==> config.mk <==
export PLATFORM = sky130hd
export DESIGN_NAME = status_event_reporting
export DESIGN_NICKNAME = d
export VERILOG_FILES = /design/src/logic/status_pkg.sv /design/src/logic/status_event_reporting.sv
export SDC_FILE = /design/constraint.sdc
export NUM_CORES = 1
export LEC_CHECK = 0
export BUFFER_PORTS_ARGS = -buffer_cell sky130_fd_sc_hd__buf_2
export CAP_MARGIN = 20
export CORE_ASPECT_RATIO = 1.2
export CORE_MARGIN = 4
export CORE_UTILIZATION = 55
export DETAILED_ROUTE_END_ITERATION = 10
export MAX_ROUTING_LAYER = met4
export PLACE_DENSITY = 0.86
export SYNTH_ARGS = -nofsm -noshare
export SYNTH_HDL_FRONTEND = slang
export SYNTH_SLANG_ARGS = --single-unit
export TNS_END_PERCENT = 100
==> constraint.sdc <==
create_clock -name core_clk -period 4.6 [get_ports core_clk]
set_input_delay 0.23 -clock core_clk [delete_from_list [all_inputs] [get_ports core_clk]]
set_output_delay 0.23 -clock core_clk [all_outputs]
set_load 0.01 [all_outputs]
==> src/logic/status_pkg.sv <==
package status_pkg;

	// ****************************************
	// widths and status byte positions
	// ****************************************
	localparam int unsigned REG_W        = 16;
	localparam int unsigned OPER_SUM_BIT = 7;
	localparam int unsigned QUES_SUM_BIT = 3;

	// ****************************************
	// condition bit weights
	// ****************************************
	localparam logic [15:0] CONSTANT_CURRENT_MODE = 16'h0400;
	localparam logic [15:0] CONSTANT_VOLTAGE_MODE = 16'h0100;
	localparam logic [15:0] TRIGGER_WAIT          = 16'h0020;
	localparam logic [15:0] HIGH_VOLTAGE_TRIP     = 16'h0001;
	localparam logic [15:0] CURRENT_LIMIT_TRIP    = 16'h0002;
	localparam logic [15:0] THERMAL_FAULT         = 16'h0010;
	localparam logic [15:0] OUTPUT_DISABLE_INPUT  = 16'h0200;
	localparam logic [15:0] REGULATION_LOST       = 16'h0400;

	// every other position is a reserved_bit and reads zero in live and event reads
	localparam logic [15:0] OPER_DEFINED = CONSTANT_CURRENT_MODE
		| CONSTANT_VOLTAGE_MODE | TRIGGER_WAIT;
	localparam logic [15:0] QUES_DEFINED = HIGH_VOLTAGE_TRIP
		| CURRENT_LIMIT_TRIP | THERMAL_FAULT
		| OUTPUT_DISABLE_INPUT | REGULATION_LOST;

	// ****************************************
	// reset and status_preset values
	// ****************************************
	localparam logic [15:0] MASK_RESET       = 16'h0000;
	localparam logic [15:0] FILTER_RESET     = 16'h0000;
	localparam logic [15:0] EVENT_RESET      = 16'h0000;
	localparam logic [15:0] OPER_PRESET_RISE = 16'h0521; // 1313 decimal
	localparam logic [15:0] QUES_PRESET_RISE = 16'h0613; // 1555 decimal

	// ****************************************
	// host command carrier
	// ****************************************
	typedef enum logic [2:0] {
		SEL_LIVE   = 3'b000,
		SEL_MASK   = 3'b001,
		SEL_EVENT  = 3'b010,
		SEL_FALL   = 3'b011,
		SEL_RISE   = 3'b100,
		SEL_PRESET = 3'b101
	} reg_sel_e;

	typedef struct packed {
		logic        ques;
		reg_sel_e    sel;
		logic        write;
		logic [15:0] data;
	} cmd_s;

	typedef struct packed {
		logic [15:0] mask;
		logic [15:0] fall;
		logic [15:0] rise;
		logic [15:0] events;
	} grp_regs_s;

endpackage : status_pkg

==> src/logic/status_event_reporting.sv <==
`timescale 1ns/10ps

// ****************************************
// one status group: filters, mask, events
// ****************************************
module status_group #(
	parameter logic [15:0] DEFINED     = 16'hFFFF,
	parameter logic [15:0] PRESET_RISE = 16'hFFFF
) (
	input  wire logic                   core_clk,
	input  wire logic                   reset,
	input  wire logic [15:0]            live,
	input  wire logic                   preset,
	input  wire logic                   wr_mask,
	input  wire logic                   wr_fall,
	input  wire logic                   wr_rise,
	input  wire logic [15:0]            wr_data,
	input  wire logic                   rd_event,
	output logic [15:0]                 live_m,
	output status_pkg::grp_regs_s       regs,
	output logic                        summary
);
	logic [15:0] mask_r;
	logic [15:0] fall_r;
	logic [15:0] rise_r;
	logic [15:0] event_r;
	logic [15:0] prev_r;
	logic [15:0] rise_seen;
	logic [15:0] fall_seen;
	logic [15:0] edge_hit;
	logic [15:0] prog_hit;
	logic [15:0] set_bits;

	// unused positions never reach the filters
	assign live_m = live & DEFINED;

	// last cycle's condition, the reference for edges
	always_ff @(posedge core_clk or posedge reset) begin
		if (reset) begin
			prev_r <= status_pkg::EVENT_RESET;
		end else begin
			prev_r <= live_m;
		end
	end

	// transition detect against the filters
	assign rise_seen = live_m & ~prev_r;
	assign fall_seen = ~live_m & prev_r;
	assign edge_hit  = (rise_seen & rise_r)
		| (fall_seen & fall_r);

	// a filter bit going to 1 counts over a condition already there for rise, already absent for fall
	always_comb begin
		prog_hit = 16'h0000;
		if (wr_rise) begin
			prog_hit = wr_data & ~rise_r & live_m;
		end else if (wr_fall) begin
			prog_hit = wr_data & ~fall_r & ~live_m & DEFINED;
		end
	end

	assign set_bits = (edge_hit | prog_hit) & mask_r;

	// mask register
	always_ff @(posedge core_clk or posedge reset) begin
		if (reset) begin
			mask_r <= status_pkg::MASK_RESET;
		end else if (preset) begin
			mask_r <= status_pkg::MASK_RESET;
		end else if (wr_mask) begin
			mask_r <= wr_data;
		end
	end

	// edge filters; preset outranks a write in the same cycle
	always_ff @(posedge core_clk or posedge reset) begin
		if (reset) begin
			fall_r <= status_pkg::FILTER_RESET;
			rise_r <= status_pkg::FILTER_RESET;
		end else if (preset) begin
			fall_r <= status_pkg::FILTER_RESET;
			rise_r <= PRESET_RISE;
		end else begin
			if (wr_fall) begin
				fall_r <= wr_data;
			end
			if (wr_rise) begin
				rise_r <= wr_data;
			end
		end
	end

	// sticky events: a new set wins over the read clear
	always_ff @(posedge core_clk or posedge reset) begin
		if (reset) begin
			event_r <= status_pkg::EVENT_RESET;
		end else if (rd_event) begin
			event_r <= set_bits;
		end else begin
			event_r <= event_r | set_bits;
		end
	end

	// summary follows registers only, so it is glitch free
	assign summary = |(event_r & mask_r);

	// one driver for the whole carrier, never one per member
	assign regs = '{mask: mask_r, fall: fall_r, rise: rise_r, events: event_r};
endmodule : status_group

// ****************************************
// top: host command port and two groups
// ****************************************
module status_event_reporting (
	input  wire logic                   core_clk,
	input  wire logic                   reset,
	input  wire logic                   cmd_valid,
	input  status_pkg::cmd_s            cmd,
	input  wire logic [15:0]            oper_live,
	input  wire logic [15:0]            ques_live,
	output logic                        rsp_valid_r,
	output logic [15:0]                 rsp_data_r,
	output logic [7:0]                  summary_bits
);
	logic                  preset;
	logic                  wr_any;
	logic                  rd_any;
	logic [1:0]            wr_mask;
	logic [1:0]            wr_fall;
	logic [1:0]            wr_rise;
	logic [1:0]            rd_event;
	logic [1:0]            grp_sel;
	logic [15:0]           live_m [2];
	status_pkg::grp_regs_s regs [2];
	logic [1:0]            summary;
	logic [15:0]           rdata;
	status_pkg::grp_regs_s pick;

	// command decode; preset ignores the group bit
	assign preset  = cmd_valid && cmd.sel == status_pkg::SEL_PRESET;
	assign wr_any  = cmd_valid && cmd.write;
	assign rd_any  = cmd_valid && !cmd.write && !preset;
	assign grp_sel = cmd.ques ? 2'b10 : 2'b01;
	assign wr_mask = (wr_any && cmd.sel == status_pkg::SEL_MASK) ? grp_sel : 2'b00;
	assign wr_fall = (wr_any && cmd.sel == status_pkg::SEL_FALL) ? grp_sel : 2'b00;
	assign wr_rise = (wr_any && cmd.sel == status_pkg::SEL_RISE) ? grp_sel : 2'b00;
	// the read that returns events is also the one that clears them
	assign rd_event = (rd_any && cmd.sel == status_pkg::SEL_EVENT) ? grp_sel : 2'b00;

	status_group #(
		.DEFINED     (status_pkg::OPER_DEFINED),
		.PRESET_RISE (status_pkg::OPER_PRESET_RISE)
	) oper_grp (
		.core_clk (core_clk),
		.reset    (reset),
		.live     (oper_live),
		.preset   (preset),
		.wr_mask  (wr_mask[0]),
		.wr_fall  (wr_fall[0]),
		.wr_rise  (wr_rise[0]),
		.wr_data  (cmd.data),
		.rd_event (rd_event[0]),
		.live_m   (live_m[0]),
		.regs     (regs[0]),
		.summary  (summary[0])
	);

	status_group #(
		.DEFINED     (status_pkg::QUES_DEFINED),
		.PRESET_RISE (status_pkg::QUES_PRESET_RISE)
	) ques_grp (
		.core_clk (core_clk),
		.reset    (reset),
		.live     (ques_live),
		.preset   (preset),
		.wr_mask  (wr_mask[1]),
		.wr_fall  (wr_fall[1]),
		.wr_rise  (wr_rise[1]),
		.wr_data  (cmd.data),
		.rd_event (rd_event[1]),
		.live_m   (live_m[1]),
		.regs     (regs[1]),
		.summary  (summary[1])
	);

	// read mux; live state is sampled, never stored
	always_comb begin
		pick = cmd.ques ? regs[1] : regs[0];
		case (cmd.sel)
			status_pkg::SEL_LIVE:  rdata = cmd.ques ? live_m[1] : live_m[0];
			status_pkg::SEL_MASK:  rdata = pick.mask;
			status_pkg::SEL_EVENT: rdata = pick.events;
			status_pkg::SEL_FALL:  rdata = pick.fall;
			status_pkg::SEL_RISE:  rdata = pick.rise;
			default:               rdata = 16'h0000;
		endcase
	end

	// answer one cycle after the query
	always_ff @(posedge core_clk or posedge reset) begin
		if (reset) begin
			rsp_valid_r <= 1'b0;
			rsp_data_r  <= 16'h0000;
		end else begin
			rsp_valid_r <= rd_any;
			if (rd_any) begin
				rsp_data_r <= rdata;
			end
		end
	end

	// status byte view: only the two summary positions are ours
	always_comb begin
		summary_bits = 8'h00;
		summary_bits[status_pkg::OPER_SUM_BIT] = summary[0];
		summary_bits[status_pkg::QUES_SUM_BIT] = summary[1];
	end
endmodule : status_event_reporting

# After elaboration in Yosys (flattened, before gate mapping)
# Cells that the tools add are included.
[word_totals]
ff_bits = 153
in_bits = 56
out_inout_bits = 25
word_cells = 96
[classes]
n_eq_ne = 5
n_mux = 26
bitwise_logic = 34
n_reduce_logical = 19
[op_table]
columns = ["cell", "count"]
rows = [
  ["16-bit two-way mux", 16],
  ["16-bit AND", 10],
  ["16-bit OR", 6],
  ["16-bit case mux with 5 select lines", 1],
  ["16-bit by 11-bit AND with 16-bit output", 4],
  ["64-bit two-way mux", 1],
  ["11-bit NOT with 16-bit output", 4],
  ["11-bit AND", 4],
  ["11-bit two-way mux", 3],
  ["11-bit by 16-bit AND with 16-bit output", 2],
  ["16-bit NOT", 2],
  ["16-bit OR reduction", 2],
  ["11-bit NOT", 2],
  ["2-bit nonzero test", 6],
  ["2-bit two-way mux", 5],
  ["1-bit logical AND", 8],
  ["3-bit by 2-bit == test with 1-bit output, second input constant", 2],
  ["3-bit == test, second input constant", 2],
  ["3-bit by 1-bit == test with 1-bit output, second input constant", 1],
  ["3-bit logical NOT", 1],
  ["1-bit logical NOT", 2],
]

# Depth between registers and ports, before layout
# Gate-level depths: netlist (run 1).
[logic_depth]
word_depth = 9
mapped_depth = 7
mapped_depth_nobuf = 4

# Modules after synthesis
# A second synthesis (run 1) with hierarchy kept.
[unflattened]
hier_cells = 695
area_unflattened_um2 = 7154.4
[by_module_without_submodules]
columns = ["mod", "n_inst", "cells_per_inst", "area_each_um2", "seq_area_each_um2"]
rows = [
  ["status_group at ques_grp", 1, 234, 2660.1, 1451.4],
  ["status_group at oper_grp", 1, 216, 2483.6, 1351.3],
  ["status_event_reporting", 1, 245, 2010.7, 425.4],
]

# Worst setup path before layout (run 1)
# Ideal clock, no wire load.
[synth_path]
path_kind = "input-to-reg"
startpoint = "input port cmd[19] in the netlist's numbering"
endpoint = "register oper_grp.fall_r[15]"
setup_ps = 136
arrival_ps = 1369
required_time_ps = 4464
slack_ps = 3094
stages = 7
n_path_buf = 3
cell_sequence = "buf_2 -> nand4b_2 -> or3_1 -> buf_2 -> buf_2 -> nand2_1 -> a21oi_1"
[synth_via]
elab_chain_cells = 4
elab_cells_between_ends = 7
cone_classes = "2 x eq/ne; 2 x mux; 3 x reduce/logical"
[synth_rtl]
columns = ["item", "line_no", "rtl"]
rows = [
  ["from (decl)", "status_event_reporting.sv:118", "input status_pkg::cmd_s cmd,"],
  ["3-bit by 2-bit == test with 1-bit output", "status_event_reporting.sv:145", "assign wr_fall = (wr_any && cmd.sel == status_pkg::SEL_FALL) ? grp_sel : 2'b00;"],
  ["1-bit logical AND", "status_event_reporting.sv:145", ""],
  ["2-bit two-way mux", "status_event_reporting.sv:145", ""],
  ["2-bit nonzero test (no line)", "--", ""],
  ["to (signal assigned)", "status_event_reporting.sv:78", "fall_r <= status_pkg::FILTER_RESET;"],
  ["to (signal assigned)", "status_event_reporting.sv:81", "fall_r <= status_pkg::FILTER_RESET;"],
  ["to (signal assigned)", "status_event_reporting.sv:85", "fall_r <= wr_data;"],
  ["to (decl)", "status_event_reporting.sv:24", "logic [15:0] fall_r;"],
]
# Parallel ways exist; a longest one is shown, timed or not.
# A chain may end at the register's enable or synchronous reset.

# Worst setup path after layout (run 1)
[layout_path]
startpoint = "input port cmd[18] in the netlist's numbering"
endpoint = "register ques_grp.event_r[0]"
[layout_via]
elab_chain_cells = 9
elab_cells_between_ends = 19
cone_classes = "4 x eq/ne; 6 x mux; 3 x bitwise; 6 x reduce/logical"
[layout_rtl]
columns = ["item", "line_no", "rtl"]
rows = [
  ["3-bit by 2-bit == test with 1-bit output", "status_event_reporting.sv:145", ""],
  ["1-bit logical AND", "status_event_reporting.sv:145", ""],
  ["2-bit two-way mux", "status_event_reporting.sv:145", ""],
  ["11-bit two-way mux", "status_event_reporting.sv:57", "end else if (wr_fall) begin"],
  ["16-bit two-way mux", "status_event_reporting.sv:55", "if (wr_rise) begin"],
  ["16-bit OR", "status_event_reporting.sv:62", "assign set_bits = (edge_hit | prog_hit) & mask_r;"],
  ["16-bit AND", "status_event_reporting.sv:62", ""],
  ["16-bit OR", "status_event_reporting.sv:100", "event_r <= event_r | set_bits;"],
  ["16-bit two-way mux *", "status_event_reporting.sv:97", "end else if (rd_event) begin"],
  ["to (signal assigned)", "status_event_reporting.sv:96", "event_r <= status_pkg::EVENT_RESET;"],
  ["to (signal assigned)", "status_event_reporting.sv:98", "event_r <= set_bits;"],
  ["to (signal assigned)", "status_event_reporting.sv:100", ""],
  ["to (decl)", "status_event_reporting.sv:26", "logic [15:0] event_r;"],
]
# Mark *: on every way between the ends. The rest lies on a longest branch, timed or not.

==> summary.txt, run 1 <==
Outcome
  – Status: finished, final reports clean

Global routing
  – First-pass GRT wire length: 31000 um
  – Antenna violations before repair: 1
  – Met1 Track Usage GR: 0.370
  – Largest net degree at the start of global routing: 56
  – Met2 usage: 0.465
  – Vias in the first global route: 6123
  – GR peak layer: met2
  – GRT Total Usage: 0.300
  – Congestion Overflow GR: 0
  – Met3 GRT Util: 0.0551

Die
  – Die height: 127 um
  – Num rows: 43
  – Initial Utilization: 0.565
  – Die Span X: 107 um
  – Top Ports: 81
  – Die area: 13700 sq um
  – Core area: 11600 sq um

Drt
  – Initial DRC count: 813
  – # DRC: 0
  – WL/cell: 20.8 um
  – Final WL: 19400 um
  – Post-DR vias/cell: 6.54
  – Total number of vias: 6093
  – 1st-pass router iterations: 8
  – Remaining antenna violation count: 0

Timing
  – Worst hold slack: 0.0996 ns
  – RSZ-0062 raised after global routing: false
  – Final worst path period share: 0.519
  – TNS Setup: 0 ns
  – # setup viols final: 0
  – Final min period: 2.39 ns
  – FMAX: 0.419 GHz
  – Clk_skew: 0.00679 ns
  – Worst-Margin Slew: 1.10 ns
  – Slew Limit Headroom: 0.267
  – Pins Over Slew Limit: 0
  – Final hold viol count: 0
  – Final setup margin: 2.21 ns

Pwr
  – Int Pwr: 2.23 mW
  – VDD IR max: 0.246 mV
  – Register share of total power: 0.445
  – Net switching power: 0.806 mW
  – Leak: 3.23 nW
  – Gate power share: 0.124
  – Pwr/cell area: 412 nW/um^2
  – Switching Fraction: 0.266
  – Clock share of power: 0.431

Worst setup path
  – Crit-path max FO: 49
  – Levels on crit path: 6
  – Critical path class: in -> reg
  – CP bufs+invs: 2
  – Reg2reg setup slack: 3.08 ns
  – Data required, critical path: 4.95 ns
  – Data arrival, critical path: 2.74 ns
  – Gate family responsible for the most delay along the worst path: buffers and inverters
  – Crit path from: cmd[18]
  – Crit path launch type: input port
  – Worst path max stage delay: 0.78 ns
  – Worst R2R Path Depth: 4
  – Slowest CP cell: buf_2
  – Worst setup endpoint: ques_grp.event_r[0]
  – FF-to-FF End: rsp_data_r[8]
  – Critical-path cell list: buf_2 > nand4b_2 > nor3_2 > buf_4 > a31o_2 > a221o_1
  – CP Capture Type: flip-flop
  – FF-to-FF Start: oper_grp.rise_r[8]

Logic synthesis
  – Share of the yosys chip area belonging to registers: 0.494
  – Cell count after synthesis: 738
  – Distinct cells, synth: 57
  – Synth area leader: dfrtp_1
  – Warnings, synthesis: 0
  – Avg Inst Size Synth: 8.85 sq um
  – Ranking of synthesized cells by area: dfrtp_1 (49%), nand2_1 (13%), a21oi_1 (7.7%), buf_2 (2.2%), mux2_2 (1.9%)
  – Synth async-reset ratio: 1.00
  – Commonest cells post-synth: nand2_1 (220), dfrtp_1 (129), a21oi_1 (100)
  – Post-synth EDFFs: 0
  – Cell with the most instances after synthesis: nand2_1
  – Mapped cell area: 6530 sq um
  – Top cell type's share of synthesized area: 0.494
  – Register bit total from synthesis: 129
  – Top_reg_cell synth: dfrtp_1

CTS
  – CTS Buffer Depth: 2
  – CTS tree: built
  – Hold-fix buffers, CTS: 9
  – Cts repair resizes: 0
  – Clk Latency, worst-skew pair: 0.41 ns
  – # H-tree levels: 4
  – Root Buffer Master: clkbuf_16
  – # Post-CTS Setup Buffers: 0
  – Reg clk slew, reported paths: 0.06 ns
  – Clk sinks: 129
  – Inserted Clock Buffers: 17

Placement
  – Post-place setup slack: 1.84 ns
  – Port bufs: 50
  – Detailed Place HPWL: 11500 um
  – Placer Congestion: 0.900
  – Area post-placement: 6670 sq um
  – Dpl cells: 888

Cells and area
  – Finished Cell Area: 7370 sq um
  – Final net count: 816
  – Layout Cells excl Fill: 932
  – Area Overhead vs Synth: 12.8%
  – Share of layout cells above drive strength 1: 0.144

Hold path
  – Hold WC Path Type: in -> reg

Job
  – Max-capacitance violation count: 0
worst min-delay path by stage:
stage               slack, ns          start  depth (start not counted)                   to
floorplan                0.26  oper_live[10]                          0  oper_grp.prev_r[10]
global placement         0.36          reset                          2          rsp_valid_r
global route             0.10        cmd[13]                          3  ques_grp.mask_r[13]
CTS                       0.1         cmd[2]                          3   ques_grp.fall_r[2]
finish                    0.1         cmd[2]                          3   ques_grp.fall_r[2]
detailed placement       0.38          reset                          2       rsp_data_r[13]
registers in the layout, indices dropped and copies added, names as in the netlist:
| name | flops |
|---|---|
| ques_grp.mask_r | 16 |
| oper_grp.event_r | 3 |
| oper_grp.fall_r | 16 |
| ques_grp.rise_r | 16 |
| oper_grp.mask_r | 16 |
| rsp_data_r | 16 |
| rsp_valid_r | 1 |
| ques_grp.fall_r | 16 |
| oper_grp.rise_r | 16 |
| ques_grp.prev_r | 5 |
| oper_grp.prev_r | 3 |
| ques_grp.event_r | 5 |
cell families after synthesis:
kind of cell	after synthesis	synth area share
buffers and inverters	82	0.0657
other	1	0.000574
muxes	23	0.0374
and+or+nand+nor	303	0.214
AOI/OAI and AO/OA	200	0.188
DFF	129	0.494
cell usage in the layout (no fill, tap or decap), drive strengths merged, types with 4 or more instances in the layout:
cell type	count
mux2	11
a22o	6
clkinv	6
nor3b	4
a221o	6
nor2b	5
nand2	220
or3b	5
nor2	14
clkbuf	21
o22ai	5
a222oi	7
inv	14
and2	6
a22oi	7
dfrtp	129
dlygate4sd3	9
o21ai	30
nand3b	5
a21oi	100
nand4b	4
o211ai	8
nand3	15
buf	57
conb	6
mux2i	12
a31oi	7
a221oi	5
a211oi	4
worst register-to-register path, delay by kind of cell (launching register included):
family	cells	cell delay, ns
multiplexers	1	0.28
flip-flops	1	0.41
AND/OR/NAND/NOR	1	0.10
AO/OA/AOI/OAI	2	0.60
area by class of cell:
type | count | area [sq um]
fillers | 886 | 4200
inverters | 14 | 55.1
well taps | 157 | 196
clock buffers | 21 | 460
diodes | 2 | 5.00
repair buffers | 66 | 413
flip-flops and latches | 129 | 3230
multi-input cells | 532 | 2900
clock inverters | 11 | 113
through the flow:
step / utilization / power, mW
2_1_floorplan: - / 1.61
3_3_place_gp: 0.577 / 1.69
3_5_place_dp: 0.577 / 1.72
4_1_cts: 0.634 / 3.02
5_1_grt: 0.637 / 3.13
6_report: 0.637 / 3.03
power by group through the flow:
stage               registers [mW]  logic [mW]  clock network [mW]
finish                        1.35       0.375                1.31
floorplan                     1.34       0.266                   0
detailed placement            1.36       0.360                   0
global placement              1.35       0.341                   0
CTS                           1.34       0.370                1.30
global route                  1.36       0.416                1.35
routing by layer:
metal  part of all wire  routed length [um]
met1               0.37                7090
met4              0.048                 935
met3               0.10                1970
met5                  0                   0
met2               0.49                9420
No activity file was read; power rests on OpenSTA's default activity.
==> run 2: changes to the inputs <==
--- a/config.mk
+++ b/config.mk
@@ -5,11 +5,12 @@
 export SDC_FILE = /design/constraint.sdc
 export NUM_CORES = 1
 export LEC_CHECK = 0
+export ABC_AREA = 1
 export BUFFER_PORTS_ARGS = -buffer_cell sky130_fd_sc_hd__buf_2
 export CAP_MARGIN = 20
 export CORE_ASPECT_RATIO = 1.2
 export CORE_MARGIN = 4
-export CORE_UTILIZATION = 55
+export CORE_UTILIZATION = 53
 export DETAILED_ROUTE_END_ITERATION = 10
 export MAX_ROUTING_LAYER = met4
 export PLACE_DENSITY = 0.86
==> constraint.sdc (replaced) <==
create_clock -name core_clk -period 2.17 [get_ports core_clk]
set_input_delay 0.1085 -clock core_clk [delete_from_list [all_inputs] [get_ports core_clk]]
set_output_delay 0.1085 -clock core_clk [all_outputs]
set_load 0.01 [all_outputs]
==> run 2 against run 1 <==
Compared with the run above:
- the flow now finishes with violations (negative hold slack)
- clock power is 110% higher
- register-to-register slack worse by 2.1 ns
- total power is 130% higher
- critical path type is now reg -> out
- combinational power grew to 3.0 times the previous value
- critical path depth is 2 lower
- sequential cell count stayed put
- non-clock buffer count is 12 higher
- utilization is 1.7 points lower
- final area is 7.1% higher
- area after synthesis is 5.6% higher
- wire length is 7.0% lower
==> summary.txt, run 2 <==
Outcome
  – Status: complete, but fails checks
  – Failing checks: negative hold slack

Logic synthesis
  – Register bit total from synthesis: 129 (unchanged)
  – Ranking of synthesized cells by area: dfrtp_1 (47%), nand2_1 (19%), o21ai_0 (6.5%), inv_1 (5.2%), nand3_1 (3.3%)
  – Cell count after synthesis: 913 (+24%)
  – Share of the yosys chip area belonging to registers: 0.468 (-0.0260)
  – Avg Inst Size Synth: 7.55 sq um (-15%)
  – Commonest cells post-synth: nand2_1 (358), dfrtp_1 (129), inv_1 (96)
  – Top cell type's share of synthesized area: 0.468 (-0.0260)
  – Synth area leader: dfrtp_1
  – Post-synth EDFFs: 0 (unchanged)
  – Top_reg_cell synth: dfrtp_1
  – Cell with the most instances after synthesis: nand2_1
  – Distinct cells, synth: 34 (-40%)
  – Mapped cell area: 6890 sq um (+5.6%)
  – Synth async-reset ratio: 1.00 (unchanged)
  – Warnings, synthesis: 0 (unchanged)

Die
  – Die height: 133 um (+4.4%)
  – Num rows: 45 (+4.7%)
  – Core area: 12700 sq um (+10%)
  – Initial Utilization: 0.542 (-0.0228)
  – Die Span X: 112 um (+4.3%)
  – Die area: 14900 sq um (+8.9%)
  – Top Ports: 81 (unchanged)

Cells and area
  – Fill cells: 1072 (+21%)
  – Final core utilization: 0.621 (-0.0166)
  – Commonest cells after routing, fill and taps aside: nand2_1 (358), dfrtp_1 (129), inv_1 (95), o21ai_0 (89), buf_2 (50)
  – Share of layout cells above drive strength 1: 0.149 (+0.00538)
  – Leading cell type in the layout, fill and taps excluded: nand2_1
  – Antenna diodes: 0 (-2)
  – Area Overhead vs Synth: 14.5%
  – Final net count: 1023 (+25%)

Worst setup path
  – Crit path launch type: flip-flop
  – Critical path class: reg -> out
  – Data arrival, critical path: 1.47 ns (-1.27 ns)
  – Data required, critical path: 2.06 ns (-2.89 ns)
  – Reg2reg setup slack: 1.01 ns (-2.07 ns)
  – Worst R2R Path Depth: 8 (+4)
  – CP Capture Type: output pin
  – Crit-path max FO: 4 (-92%)

Drt
  – Total number of vias: 6156 (+1.0%)
  – Initial DRC count: 683 (-16%)
  – WL/cell: 15.8 um (-24%)
  – Final WL: 18100 um (-7.0%)
  – 1st-pass router iterations: 7 (-1)
  – # DRC: 0 (unchanged)
  – Post-DR vias/cell: 5.38 (-18%)
  – Remaining antenna violation count: 0 (unchanged)

Timing
  – Final worst path period share: 0.730
  – RSZ-0062 raised after global routing: false
  – Worst-Margin Slew: 0.935 ns (-0.164 ns)
  – Final hold viol count: 1 (+1)
  – Final min period: 1.58 ns
  – Worst hold slack: -0.00239 ns (-0.102 ns)
  – Clk_skew: 0.00471 ns (-0.00208 ns)
  – Slew Limit Headroom: 0.377 (+0.109)
  – Pins Over Slew Limit: 0 (unchanged)
  – # setup viols final: 0 (unchanged)
  – TNS Setup: 0 ns (unchanged)
  – FMAX: 0.632 GHz

Job
  – Max-capacitance violation count: 0 (unchanged)

Pwr
  – VDD IR max: 0.540 mV (+120%)
  – Register share of total power: 0.436 (-0.009)
  – Switching Fraction: 0.281 (+0.0151)
  – Clock share of power: 0.400 (-0.031)
  – Gate power share: 0.164 (+0.040)
  – Leak: 3.98 nW (+23%)
  – Net switching power: 1.94 mW (+140%)
  – Int Pwr: 4.95 mW (+120%)
  – Pwr/cell area: 873 nW/um^2 (+110%)

Global routing
  – Vias in the first global route: 5989 (-2.2%)
  – Largest net degree at the start of global routing: 99 (+77%)
  – Congestion Overflow GR: 0 (unchanged)
  – Antenna violations before repair: 0 (-1)
  – First-pass GRT wire length: 29600 um (-4.7%)
  – GRT Total Usage: 0.256 (-0.0442)

CTS
  – Clk sinks: 129 (unchanged)
  – Clk Latency, worst-skew pair: 0.42 ns (about the same)
  – # H-tree levels: 4 (unchanged)
  – Root Buffer Master: clkbuf_16
  – Cts repair resizes: 0 (unchanged)
  – CTS Buffer Depth: 2 (unchanged)
  – Reg clk slew, reported paths: 0.05 ns (about the same)
  – Inserted Clock Buffers: 17 (unchanged)
  – # Post-CTS Setup Buffers: 0 (unchanged)
  – CTS tree: built

Placement
  – Placer Congestion: 0.891 (-0.92%)
  – Detailed Place HPWL: 11400 um (-0.81%)
  – Port bufs: 50 (unchanged)

Hold path
  – Hold WC Path Type: in -> reg
  – Hold-critical path depth: 3 (unchanged)
run 2: changes by cell type in the layout (fill, tap and decap cells not counted), moves of 9 or more:
cell / change
a21oi_1: -90
inv_1: +82
inv_2: +9
mux2_2: -11
mux2i_1: -12
nand2_1: +138
nand3_1: +31
nor2_1: +15
nor3_1: +14
o21ai_0: +68
o21ai_1: +18
o21ai_2: +13
run 2: power by group through the flow:
stage	combinational (mW)	clock [mW]	sequential (mW)
final	1.13	2.76	3.00
after global placement	1.04	0	3.01
after detailed placement	1.08	0	3.03
after floorplan	0.806	0	3.00
after CTS	1.13	2.76	3.00
after global routing	1.28	2.88	3.04
run 2: metrics by stage:
| step | hold WS [ns] | worst slack [ns] | area, sq um | power, mW | cells |
|---|---|---|---|---|---|
| after detailed placement | 0.246 | 0.366 | 7140 | 4.11 | 1095 |
| after floorplan | 0.140 | 0.466 | 6920 | 3.80 | 918 |
| after CTS | 0.000252 | 0.584 | 7900 | 6.88 | 1144 |
| after global placement | 0.249 | 0.469 | 7140 | 4.06 | 1095 |
| final | -0.00239 | 0.587 | 7900 | 6.89 | 1144 |
| after global routing | 0.0165 | 0.500 | 7900 | 7.21 | 1144 |
run 2: repair_timing:
item | 4_1_cts | 5_1_grt
endpoints found under the hold margin | 45 | 0
hold buffers | 17 | 0
setup endpoints to repair | 0 | 0
run 2: area by class of cell:
| cell class | count | area, sq um | area share |
|---|---|---|---|
| clock buffers | 29 | 571 | 0.0723 |
| clock inverters | 3 | 15.0 | 0.00190 |
| inverters | 111 | 432 | 0.0547 |
| flip-flops and latches | 129 | 3230 | 0.409 |
| repair buffers | 78 | 553 | 0.0700 |
| multi-input cells | 630 | 2890 | 0.366 |
| well taps | 164 | 205 | 0.0260 |
run 2: cells by family after synthesis:
| family | count (synthesis) | share of synthesized area |
|---|---|---|
| flip-flops | 129 | 0.468 |
| other | 1 | 0.000544 |
| AND/OR/NAND/NOR | 482 | 0.304 |
| AO/OA/AOI/OAI | 142 | 0.113 |
| buffers and inverters | 159 | 0.115 |
run 2: final timing paths:
| kind | startpoint | to |
|---|---|---|
| min in group asynchronous | reset | rsp_data_r[0] |
| hold / removal | cmd[1] | ques_grp.rise_r[1] |
| hold reg to reg | ques_grp.mask_r[3] | ques_grp.mask_r[3] |
| setup / recovery | ques_grp.mask_r[9] | summary_bits[3] |
| setup reg to reg | oper_grp.mask_r[5] | rsp_data_r[5] |
| max in group asynchronous | reset | oper_grp.mask_r[12] |
run 2: layer usage:
layer / share of wire / GRT usage / up-vias / wire (um)
met2: 0.50 / 0.427 / 274 / 9000
met4: 0.051 / 0.136 / 0 / 916
met1: 0.39 / 0.292 / 2869 / 6970
met3: 0.065 / 0.0462 / 68 / 1170
li1: - / - / 2945 / -
met5: 0 / - / - / 0
run 2: worst max-delay path, cell delays in order (launching register included):
cell	delay, ns
dfrtp_1	0.42
a22o_1	0.27
a21oi_1	0.15
nand3_1	0.08
buf_2	0.14
==> run 3: changes to the inputs <==
--- a/config.mk
+++ b/config.mk
@@ -10,7 +10,7 @@
 export CAP_MARGIN = 20
 export CORE_ASPECT_RATIO = 1.2
 export CORE_MARGIN = 4
-export CORE_UTILIZATION = 53
+export CORE_UTILIZATION = 55
 export DETAILED_ROUTE_END_ITERATION = 10
 export MAX_ROUTING_LAYER = met4
 export PLACE_DENSITY = 0.86
==> constraint.sdc (replaced) <==
create_clock -name core_clk -period 1.5 [get_ports core_clk]
set_input_delay 0.075 -clock core_clk [delete_from_list [all_inputs] [get_ports core_clk]]
set_output_delay 0.075 -clock core_clk [all_outputs]
set_load 0.01 [all_outputs]
==> run 3 against run 2 <==
Compared with the run above:
- the run ends with negative setup slack left
- setup slack lost 0.63 ns
- via count rose by 4.6%
- final area rose by 5.3%
- die area fell by 3.4%
- sequential power increased by 45%
- register-to-register slack worse by 0.64 ns
- combinational power rose by 60%
- worst hold slack improved by 0.024 ns
- count of clock-buffer cells in the layout fell by 7
- clock power up 59%
- sequential cell count unchanged
==> summary.txt, run 3 (synthesis results as in run 2) <==
Drt
  – Post-DR vias/cell: 5.45 (+1.3%)
  – Total number of vias: 6438 (+4.6%)
  – Routed length on met1: 7050 um (+1.0%)
  – Met2 wire length: 9500 um (+5.5%)
  – Initial DRC count: 664 (-2.8%)
  – Max Used Layer: met4
  – Routed wl met3: 1440 um (+23%)
  – Final WL: 18800 um (+4.0%)
  – WL/cell: 15.9 um (+0.75%)
  – 1st-pass router iterations: 8 (+1)
  – Remaining antenna violation count: 0 (unchanged)
  – # DRC: 0 (unchanged)

Pwr
  – Pwr/cell area: 1270 nW/um^2 (+45%)
  – Leak: 4.21 nW (+5.8%)
  – PnR Total Power: 10.5 mW (+53%)
  – VDD IR max: 0.945 mV (+75%)

Worst setup path
  – Crit path launch type: flip-flop
  – CP Capture Type: output pin
  – Worst R2R Path Depth: 8 (unchanged)
  – Critical-path cell list: a22o_1 > a21oi_2 > nand3_2 > buf_6
  – Gate family responsible for the most delay along the worst path: compound AO/OA/AOI/OAI gates
  – Slowest CP cell: dfrtp_1
  – CP bufs+invs: 1 (unchanged)
  – Critical path class: reg -> out
  – Data required, critical path: 1.42 ns (-0.64 ns)
  – Crit-path max FO: 2 (-2)
  – Levels on crit path: 4 (unchanged)
  – Worst path max stage delay: 0.39 ns (-0.03 ns)
  – Data arrival, critical path: 1.47 ns (about the same)

Die
  – Top Ports: 81 (unchanged)
  – Initial Utilization: 0.567 (+0.0248)
  – Die height: 131 um (-1.7%)
  – Core area: 12200 sq um (-4.4%)
  – Num rows: 44 (-2.2%)
  – Die area: 14400 sq um (-3.4%)
  – Die Span X: 110 um (-1.7%)

Placement
  – Port bufs: 50 (unchanged)
  – Detailed Place HPWL: 12300 um (+8.2%)
  – Post-place setup slack: 0.109 ns (-0.257 ns)
  – Placer Congestion: 0.873 (-2.1%)
  – Area post-placement: 7420 sq um (+3.9%)

Timing
  – RSZ-0062 raised after global routing: true
  – FMAX: 0.648 GHz
  – Final setup margin: -0.0422 ns (-0.629 ns)
  – # setup viols final: 1 (+1)
  – Pins Over Slew Limit: 0 (unchanged)
  – TNS Setup: -0.0422 ns (-0.0422 ns)
  – Clk_skew: 0.00692 ns (+0.00221 ns)
  – Final min period: 1.54 ns
  – Final hold viol count: 0 (-1)
  – Final worst path period share: 1.03

CTS
  – Root Buffer Master: clkbuf_16
  – Clk Latency, worst-skew pair: 0.42 ns (about the same)
  – Inserted Clock Buffers: 17 (unchanged)
  – CTS tree: built
  – Reg clk slew, reported paths: 0.05 ns (about the same)
  – CTS Buffer Depth: 2 (unchanged)
  – # H-tree levels: 4 (unchanged)
  – Clk sinks: 129 (unchanged)

Hold path
  – Hold-critical path depth: 3 (unchanged)
  – Hold WC Path Type: in -> reg

Outcome
  – Failing checks: negative setup slack
  – Status: complete, but fails checks

Global routing
  – First-pass GRT wire length: 30200 um (+2.2%)
  – Vias in the first global route: 6263 (+4.6%)
  – Largest net degree at the start of global routing: 46 (-54%)
  – Antenna violations before repair: 0 (unchanged)
  – Congestion Overflow GR: 0 (unchanged)
  – GRT Total Usage: 0.283 (+0.0271)

Cells and area
  – Share of layout cells above drive strength 1: 0.179 (+0.0304)
  – Antenna diodes: 0 (unchanged)
  – Area Overhead vs Synth: 20.6%
  – Commonest cells after routing, fill and taps aside: nand2_1 (358), dfrtp_1 (129), inv_1 (95), o21ai_0 (89), buf_2 (49)
  – Leading cell type in the layout, fill and taps excluded: nand2_1
  – Finished Cell Area: 8320 sq um (+5.3%)
  – Final net count: 1063 (+3.9%)

Job
  – Max-capacitance violation count: 0 (unchanged)
-- run 3: cell types whose count changed in the layout (fill, tap and decap cells not counted), moves of 4 or more --
cell and change:
bufinv_16 +4, buf_12 +4, clkbuf_8 -7, buf_4 +31, dlygate4sd3_1 +5
-- run 3: worst paths after layout --
path / start / end / slack, ns
worst min register to register: rsp_data_r[3] / rsp_data_r[3] / 0.47
max in group asynchronous: reset / oper_grp.rise_r[13] / 0.64
min in group asynchronous: reset / oper_grp.mask_r[1] / 0.19
worst max register to register: ques_grp.event_r[9] / rsp_data_r[9] / 0.37
worst max-delay path: ques_grp.event_r[9] / summary_bits[3] / -0.04
worst min-delay path: cmd[10] / ques_grp.mask_r[10] / 0.02
-- run 3: through the flow --
stage	instances	utilization	hold slack [ns]
global placement	1123	0.610	0.0687
detailed placement	1123	0.610	0.0655
global route	1181	0.683	0.0518
CTS	1179	0.681	0.00828
floorplan	918	-	0.106
finish	1181	0.683	0.0216
-- run 3: layout make-up --
| class | count | area (sq um) |
|---|---|---|
| multi-input combinational | 630 | 2900 |
| sequential | 129 | 3230 |
| timing repair buffer | 118 | 922 |
| fill | 919 | 3850 |
| clock inverter | 10 | 156 |
| clock buffer | 22 | 474 |
| inverter | 111 | 432 |
| tap | 161 | 201 |
-- run 3: power breakdown --
| group | switching [mW] | total [mW] | internal [mW] |
|---|---|---|---|
| Sequential | 0.314 | 4.34 | 4.03 |
| Clock | 1.48 | 4.39 | 2.90 |
| Combinational | 1.10 | 1.81 | 0.707 |
| Total | 2.90 | 10.5 | 7.64 |
-- run 3: tightest hold or removal path: stages --
cell     delay, ns
buf_2         0.12
nand2_1       0.11
o21ai_0       0.08
-- run 3: timing repair --
item / in CTS / in global routing
endpoints found under the setup margin: 1 / 1
hold buffers: 22 / 0
hold endpoints to repair: 87 / 0
setup buffers: 2 / 2
pin swaps: 1 / 1
resized for setup: 0 / 3
-- run 3: routing by layer --
layer / GRT usage / vias to the layer above
li1: - / 3031
met1: 0.330 / 3025
met2: 0.459 / 307
met3: 0.0609 / 75
met4: 0.149 / 0
met5: - / -
